### config.mk
export PLATFORM = sky130hd
export DESIGN_NAME = srs_slave
export DESIGN_NICKNAME = d
export VERILOG_FILES = /design/src/include/srs_pkg.sv /design/src/rtl/srs_slave.sv
export SDC_FILE = /design/constraint.sdc
export NUM_CORES = 1
export LEC_CHECK = 0
export BUFFER_PORTS_ARGS = -buffer_cell sky130_fd_sc_hd__clkbuf_2
export CAP_MARGIN = 20
export CORE_UTILIZATION = 50
export DETAILED_ROUTE_END_ITERATION = 8
export PLACE_DENSITY = 0.81
export RECOVER_POWER = 50
export SYNTH_ARGS = -nofsm -noshare
export SYNTH_HDL_FRONTEND = slang
export SYNTH_SLANG_ARGS = --single-unit
### constraint.sdc
create_clock -name clock -period 2.7 [get_ports clock]
set_input_delay 0.27 -clock clock [delete_from_list [all_inputs] [get_ports clock]]
set_output_delay 0.27 -clock clock [all_outputs]
set_load 0.02 [all_outputs]
### src/include/srs_pkg.sv
// Package for the serial register access slave
package srs_pkg;
	localparam int FRAME_BITS = 40;
	localparam int DATA_BITS = 32;
	localparam int ADDR_BITS = 7;
	localparam logic [6:0] GLOBAL_STATUS_REG_ADDR = 7'h01;
	localparam int STAT_RESET_POS = 0;
	localparam int STAT_ERR1_POS = 1;
	localparam int STAT_ERR2_POS = 2;
	localparam int RAMP_VREACH_POS = 8;
	localparam int RAMP_STOPL_POS = 0;
	localparam logic [31:0] DATA_RESET = 32'h00000000;
	localparam int CLOCK_NS = 40;
	localparam int FILTER_NS = 20;
	localparam int FILTER_CYCLES = (FILTER_NS + CLOCK_NS - 1) / CLOCK_NS;
	localparam logic [1:0] FILT_MAX = 2'(FILTER_CYCLES);

	typedef struct packed {
		logic [1:0] sck_s;
		logic [1:0] cs_s;
		logic [1:0] sdi_s;
		logic [1:0] dis_s;
		logic sck_f;
		logic cs_f;
		logic sdi_f;
		logic dis_f;
		logic [1:0] sck_c;
		logic [1:0] cs_c;
		logic [1:0] sdi_c;
		logic [1:0] dis_c;
		logic [39:0] shreg;
		logic [5:0] bitcnt;
		logic sdo;
		logic sdo_en;
		logic prev_read;
		logic [6:0] prev_addr;
		logic [31:0] prev_wdata;
		logic wr_stb;
		logic [6:0] wr_addr;
		logic [31:0] wr_data;
		logic rd_stb;
		logic [6:0] rd_addr;
		logic [2:0] gflags;
		logic [7:0] status;
		logic drv_dis;
	} srs_state_t;
endpackage

### src/rtl/srs_slave.sv
// Serial register access slave with status byte and pipelined reads
// Notes on behaviour
// - Each frame is 40 bits: address byte then 32 data bits.
// - Bit 39 is direction: 1 write, 0 read.
// - After a read frame, next frame returns the addressed register data.
// - After a write frame, next frame echoes the written 32-bit data.
// - Read frames never store their dummy data.
// - Returned bits 39..32 always hold the status byte.
// - Status bits 0..2 copy reset and driver error flags.
// - Status bits 3,4 copy velocity reached from ramp bit 8.
// - Status bits 5,6 copy left stop from ramp bit 0; bit 7 zero.
// - Reset and driver error flags stay set until global status read.
// - Register data right aligned in the 32-bit field.
// - Input sampled on serial clock rise, output changed after fall.
// - Frames shift most significant bit first.
// - Extra clocks pass input to output delayed by 40 bits.
// - Select rising edge latches the last 40 bits as the command if at least 40 bits were clocked in.
// - Serial inputs and driver disable synchronised and glitch filtered.
// - Everything resets to zero except the select synchroniser and filter, which reset high.
// - Serial output driven only while select is low.
`timescale 1ns/1ps
module srs_slave
	import srs_pkg::*;
(
	input wire logic clock,
	input wire logic rst_n,
	input wire logic clk_en,
	input wire logic sck,
	input wire logic chip_select_low,
	input wire logic sdi,
	input wire logic driver_disable_input,
	input wire logic [31:0] rd_data,
	input wire logic rd_only,
	input wire logic [15:0] ramp_state_motor_one,
	input wire logic [15:0] ramp_state_motor_two,
	input wire logic reset_event,
	input wire logic drv_err1_event,
	input wire logic drv_err2_event,
	output logic sdo,
	output logic sdo_en,
	output logic wr_stb,
	output logic [6:0] wr_addr,
	output logic [31:0] wr_data,
	output logic rd_stb,
	output logic [6:0] rd_addr,
	output logic [2:0] global_status_reg,
	output logic driver_disable
);
	srs_state_t r;
	srs_state_t next_r;

	// Glitch filter: output follows only after the level is stable
	function automatic logic [2:0] filt(input logic raw, input logic f,
		input logic [1:0] c);
		logic nf;
		logic [1:0] nc;
		nf = f;
		nc = 2'h0;
		if (raw != f) begin
			if (c >= FILT_MAX - 2'h1) begin
				nf = raw;
			end else begin
				nc = c + 2'h1;
			end
		end
		return {nf, nc};
	endfunction

	logic sck_rise;
	logic sck_fall;
	logic cs_rise;
	logic cs_fall;
	logic is_write;
	logic [6:0] fa;
	logic [31:0] fd;
	logic [31:0] ret;
	logic [7:0] stat;

	always_comb begin
		next_r = r;
		// Second flop only is read by the filters
		next_r.sck_s = {r.sck_s[0], sck};
		next_r.cs_s = {r.cs_s[0], chip_select_low};
		next_r.sdi_s = {r.sdi_s[0], sdi};
		next_r.dis_s = {r.dis_s[0], driver_disable_input};
		{next_r.sck_f, next_r.sck_c} = filt(r.sck_s[1], r.sck_f, r.sck_c);
		{next_r.cs_f, next_r.cs_c} = filt(r.cs_s[1], r.cs_f, r.cs_c);
		{next_r.sdi_f, next_r.sdi_c} = filt(r.sdi_s[1], r.sdi_f, r.sdi_c);
		{next_r.dis_f, next_r.dis_c} = filt(r.dis_s[1], r.dis_f, r.dis_c);
		next_r.drv_dis = r.dis_f;

		sck_rise = next_r.sck_f & ~r.sck_f;
		sck_fall = ~next_r.sck_f & r.sck_f;
		cs_rise = next_r.cs_f & ~r.cs_f;
		cs_fall = ~next_r.cs_f & r.cs_f;
		is_write = r.shreg[39];
		fa = r.shreg[38:32];
		fd = r.shreg[31:0];

		stat = 8'h00;
		stat[2:0] = r.gflags;
		stat[3] = ramp_state_motor_one[RAMP_VREACH_POS];
		stat[4] = ramp_state_motor_two[RAMP_VREACH_POS];
		stat[5] = ramp_state_motor_one[RAMP_STOPL_POS];
		stat[6] = ramp_state_motor_two[RAMP_STOPL_POS];
		next_r.status = stat;
		// Right aligned read data comes straight from the register file
		ret = r.prev_read ? rd_data : r.prev_wdata;

		next_r.wr_stb = 1'b0;
		next_r.rd_stb = 1'b0;

		if (cs_fall) begin
			// Load reply frame; MSB goes out first
			next_r.shreg = {r.status, ret};
			next_r.bitcnt = 6'h00;
			next_r.sdo = r.status[7];
			next_r.sdo_en = 1'b1;
		end else if (!r.cs_f) begin
			if (sck_rise) begin
				// Shift register doubles as the 40-bit daisy delay
				next_r.shreg = {r.shreg[38:0], r.sdi_f};
				if (r.bitcnt != 6'(FRAME_BITS)) begin
					next_r.bitcnt = r.bitcnt + 6'h01;
				end
			end
			if (sck_fall) begin
				next_r.sdo = r.shreg[39];
			end
		end

		if (cs_rise) begin
			next_r.sdo_en = 1'b0;
			next_r.sdo = 1'b0;
			if (r.bitcnt == 6'(FRAME_BITS)) begin
				next_r.prev_read = ~is_write;
				next_r.prev_addr = fa;
				next_r.prev_wdata = fd;
				if (is_write) begin
					// Read-only targets are reported by the register file
					if (!rd_only) begin
						next_r.wr_stb = 1'b1;
						next_r.wr_addr = fa;
						next_r.wr_data = fd;
					end
				end else begin
					next_r.rd_stb = 1'b1;
					next_r.rd_addr = fa;
					if (fa == GLOBAL_STATUS_REG_ADDR) begin
						next_r.gflags = 3'h0;
					end
				end
			end
		end
		// Set wins over clear
		next_r.gflags[STAT_RESET_POS] = next_r.gflags[STAT_RESET_POS]
			| reset_event;
		next_r.gflags[STAT_ERR1_POS] = next_r.gflags[STAT_ERR1_POS]
			| drv_err1_event;
		next_r.gflags[STAT_ERR2_POS] = next_r.gflags[STAT_ERR2_POS]
			| drv_err2_event;
	end

	always_ff @(posedge clock) begin
		if (!rst_n) begin
			r <= '0;
			r.cs_s <= 2'h3;
			r.cs_f <= 1'b1;
		end else if (clk_en) begin
			r <= next_r;
		end
	end

	assign sdo = r.sdo;
	assign sdo_en = r.sdo_en;
	assign wr_stb = r.wr_stb;
	assign wr_addr = r.wr_addr;
	assign wr_data = r.wr_data;
	assign rd_stb = r.rd_stb;
	assign rd_addr = r.rd_addr;
	assign global_status_reg = r.gflags;
	assign driver_disable = r.drv_dis;
endmodule // srs_slave
## Word-level counts from Yosys, hierarchy flattened

Cells that the tools add are included.

| storage, ports and cells | value |
|---|---|
| output and inout bits | 54 |
| word-level logic and storage cells | 96 |
| input bits | 75 |
| register bits after elaboration | 167 |

| operators by class | value |
|---|---|
| mux-type cells | 25 |
| add/subtract/negate cells | 5 |
| bitwise logic cells | 13 |
| reductions and logical operators | 13 |
| order comparisons | 4 |
| equal/unequal tests | 9 |

Operators by type and width:

| operator | number |
|---|---|
| $mux W47 | 2 |
| $mux W93 | 1 |
| $mux W91 | 1 |
| $mux W40 | 2 |
| $mux W46 | 1 |
| $mux W32 | 1 |
| $mux W2 | 8 |
| $reduce_and A3 Y1 | 5 |
| $mux W11 | 1 |
| $add A2 B1 Y2 const B | 4 |
| $ge A2 B1 Y1 const B | 4 |
| $reduce_and A4 Y1 | 2 |
| $eq A7 B1 Y1 const B | 1 |
| $add A6 B1 Y6 const B | 1 |
| $eq A6 B6 Y1 const B | 1 |
| $mux W1 | 6 |
| $mux W6 | 1 |
| $ne A6 B6 Y1 const B | 1 |
| $not A1 Y1 | 6 |
| $reduce_bool A2 Y1 | 3 |
| $reduce_and A5 Y1 | 1 |
| $and A1 B1 Y1 | 4 |
| $ne A1 B1 Y1 | 4 |
| $mux W3 | 1 |
| 5 further kinds | 7 |

## Depth between registers and ports, before layout

| depth | value |
|---|---|
| depth in word-level cells | 10 |
| mapped depth | 8 |

## Worst setup path before layout

No wires, ideal clock.

| path | value |
|---|---|
| kind | flip-flop to flip-flop |
| from | register r[158] in the netlist's numbering |
| to | register r, in the netlist wr_addr[0] |
| slack | 1.049 ns |
| path buffers | 2 |
| arrival time | 1.577 ns |
| cell stages (with the launch flop) | 9 |
| required time | 2.626 ns |
| clock period less this slack | 1.651 ns |
| cells stage by stage | dfxtp_1 -> inv_1 -> ha_1 -> nand4b_1 -> nor4b_4 -> buf_6 -> buf_6 -> nand3_1 -> o21ai_0 |

| between the ends | value |
|---|---|
| word-level cells in the longest chain between the ends | 4 |
| elaborated cells on any way between the ends | 6 |

Ends and longest elaborated chain:

| what | RTL line | text |
|---|---|---|
| start: declaration | srs_slave.sv:49 | `srs_state_t r;` |
| start signal: assignment | srs_slave.sv:170 | `r <= next_r;` |
| $mux W1 or $ne A1 B1 Y1 (tied branches) | srs_slave.sv:60, srs_slave.sv:59 |  |
| $mux W1 | srs_slave.sv:59 | `if (raw != f) begin` |
| $and A1 B1 Y1 * | srs_slave.sv:94 | `cs_rise = next_r.cs_f & ~r.cs_f;` |
| $reduce_and A5 Y1 (no line) * | - |  |

Every way passes the cells marked *; elsewhere a longest branch is shown, timed or not.
A chain may end at the register's enable or synchronous reset.

## Worst setup path in the final report

| path | value |
|---|---|
| from | register r[158] in the netlist's numbering |
| to | register r, in the netlist fa[0] |

| between the ends | value |
|---|---|
| word-level cells in the longest chain between the ends | 6 |
| elaborated cells on any way between the ends | 9 |

Ends and longest elaborated chain:

| what | RTL line | text |
|---|---|---|
| $mux W1 or $ne A1 B1 Y1 (tied branches) | srs_slave.sv:60, srs_slave.sv:59 |  |
| $mux W1 | srs_slave.sv:59 |  |
| $not A1 Y1 | srs_slave.sv:95 | `cs_fall = ~next_r.cs_f & r.cs_f;` |
| $and A1 B1 Y1 | srs_slave.sv:95 |  |
| $ne A2 B1 Y1 (no line) or $reduce_bool A2 Y1 (tied branches) | - |  |
| $reduce_and A3 Y1 (no line) | - |  |

Parallel ways exist; a longest one is shown, timed or not.

==> flow_summary.yaml <==
cts:
  cts_setup_buffers: 0
  clkLatencyLatePin_ns: 0.42
  cts.hold.buffers_added: 0
  clk_pin_slew_ns: 0.06
  cts.sinks: 152
  cts.htree.levels: 4
  clockBufferDepth: 2
  cts_tree: "built"
  cts_root_buf: "clkbuf_16"
  post_cts_resized: 0
  numCtsBuffers: 17
final_layout:
  final_cell_area_mm2: 0.00751
  largest_reg_flops: 53
  fin_cells: 969
  final_common_cell: "dfxtp_1"
  area_delta_synth_final_pct: 11.2
  regMostFlops: "r"
  layout_common_cells: "dfxtp_1 (152), nand2_1 (124), o21ai_0 (71), clkbuf_1 (57), clkbuf_2 (50)"
  final_nets: 862
  num-fill-cells: 1215
  drive_gt1_share_pct: 16.6
  post-route-util_pct: 56.9
  n_antenna_cell: 0
power:
  power.density_mw_per_mm2: 663
  ir_drop_v: 0.000433
  p_leak_nw: 2.93
placement:
  io_buffers: 100
  placed_cell_area_mm2: 0.00699
  place.gp.congestion: 0.774
  place_inst: 938
  dpl.hpwl_mm: 8.75
grt:
  grt_start_max_net_pins: 78
  top_usage_layer: "met2"
  grt_pass1_wl_mm: 24.0
  track_usage_pct: 21.4
  met3_usage_pct: 4.73
  met1_usage_pct: 27.4
  grt_overflow: 0
  antenna_found_initial: 0
  grt_util_met2_pct: 35.1
  grt_pass1_vias: 4900
synthesis:
  ys_seq_elements: 152
  async_reset_ff_share_pct: 0
  syn_area_mm2: 0.00675
  synth_cells: 754
  yosysSeqAreaShare_pct: 45.1
  synth_edf_count: 0
  synth_nets: 835
  yosysWarnings: 0
  ys.flop_type: "dfxtp_1"
  syn_area_per_cell_um2: 8.95
  synth_cell_type_count: 41
flow_run:
  drv_cap: 0
routing:
  via_per_inst: 5.36
  vias: 5196
  wl_per_cell_um: 14.7
  ant_nets: 0
  finalWirelength_mm: 14.2
  dr.pass1.iters: 4
  drt_iter0_markers: 343
  drc_errors: 0
sta:
  slew_violations: 0
  clock_skew_ns: 0.00700
  relSlewSlack_pct: 6.64
  final_hold_viol_count: 0
  min_period_ns: 2.28
  rsz0062_at_grt: "false"
  setup-violations-final: 0
  fmax_ghz: 0.438
  setup-tns-final_ns: 0
  worst_slew_pin_slew_ns: 1.40
  post-route-period-util_pct: 84.5
critical_path:
  path_class: "reg -> reg"
  ff2ff_path_depth: 5
  timing.rr.end: "fa[0]"
  reg2reg_from: "r[158]"
  path_cells: "ha_2 > clkbuf_2 > mux2i_1 > nand2_1 > o211a_1"
  path_buf_inv: 1
  end_kind: "flip-flop"
  required_ns: 3.01
  crit_fanout: 38
  critical-path-max-stage-delay_ns: 0.75
  startpoint: "r[158]"
  critPathArrivalTime_ns: 2.59
  critPathLaunchType: "flip-flop"
  setup.worst_path.end: "fa[0]"
  crit_family: "buffers and inverters"
  r2r_slack_ns: 0.42
  crit_slowest_cell: "clkbuf_2"
  cp.depth: 5
worst_hold_path:
  hold_class: "in -> reg"
  min_from: "reset_event"
  min_path_cells: 2
outcome:
  status: "finished, final reports clean"
floorplanning:
  io_pins: 129
  die_h_um: 118
  start_util_pct: 51.2
  die_w_um: 118
  core_mm2: 0.0132
  rows: 42
  dieArea_mm2: 0.0140
-- power by group --
| group | internal, mW | switching, mW | leakage (nW) | total, mW |
|---|---|---|---|---|
| logic | 0.0886 | 0.126 | 1.41 | 0.215 |
| clock network | 1.53 | 0.921 | 0.292 | 2.46 |
| registers | 2.28 | 0.0318 | 1.23 | 2.31 |
-- per-layer routing --
layer	vias to the layer above	wire length, um
li1	2617	-
met1	2439	6770
met2	117	6640
met3	23	562
met4	0	249
met5	-	0
-- final cells by class --
cell class	count	area, um^2	area share (%)
sequential	152	3040	40.5
inverter	4	15.0	0.200
clock buffer	18	429	5.72
multi-input combinational	489	3070	40.8
timing repair buffer	117	556	7.40
clock inverter	13	180	2.40
tap	176	220	2.93
-- worst min path at each step --
stage	slack [ns]	endpoint
floorplan	0.40	global_status_reg[0]
global placement	0.44	wr_data[29]
detailed placement	0.44	wr_data[29]
CTS	0.04	global_status_reg[2]
global route	0.06	global_status_reg[0]
finish	0.06	global_status_reg[0]
-- cell usage after synthesis (all sizes together), types with 4 or more instances --
cell type / n / area, um^2
a21boi: 32 / 240
a221oi: 32 / 280
buf: 71 / 493
clkbuf: 38 / 143
dfxtp: 152 / 3040
ha: 6 / 75.1
inv: 4 / 15.0
mux2: 32 / 360
mux2i: 33 / 330
nand2: 124 / 465
nand3: 42 / 210
nor2: 36 / 135
nor2b: 29 / 181
o211a: 8 / 80.1
o21a: 5 / 37.5
o21ai: 74 / 370
-- worst register-to-register path: stages, from the launching register on --
cell	delay [ns]
dfxtp_1	0.42
ha_2	0.41
clkbuf_2	0.75
mux2i_1	0.34
nand2_1	0.09
o211a_1	0.16
-- through the flow --
stage	total power, mW	hold slack (ns)	setup slack [ns]
3_3_place_gp	2.57	0.439	0.736
2_1_floorplan	2.50	0.396	1.05
5_1_grt	5.14	0.0554	0.301
4_1_cts	5.02	0.0413	0.667
6_report	4.98	0.0579	0.418
3_5_place_dp	2.57	0.441	0.701
-- logic make-up after synthesis --
group / after synthesis / share of synthesized area, %
buffers and inverters: 113 / 9.64
XOR/XNOR: 2 / 0.260
flip-flops: 152 / 45.1
multiplexers: 65 / 10.2
AND/OR/NAND/NOR: 252 / 17.3
adder cells (fa/ha/maj): 6 / 1.11
AO/OA/AOI/OAI: 164 / 16.4
No activity file was read; power rests on OpenSTA's default activity.
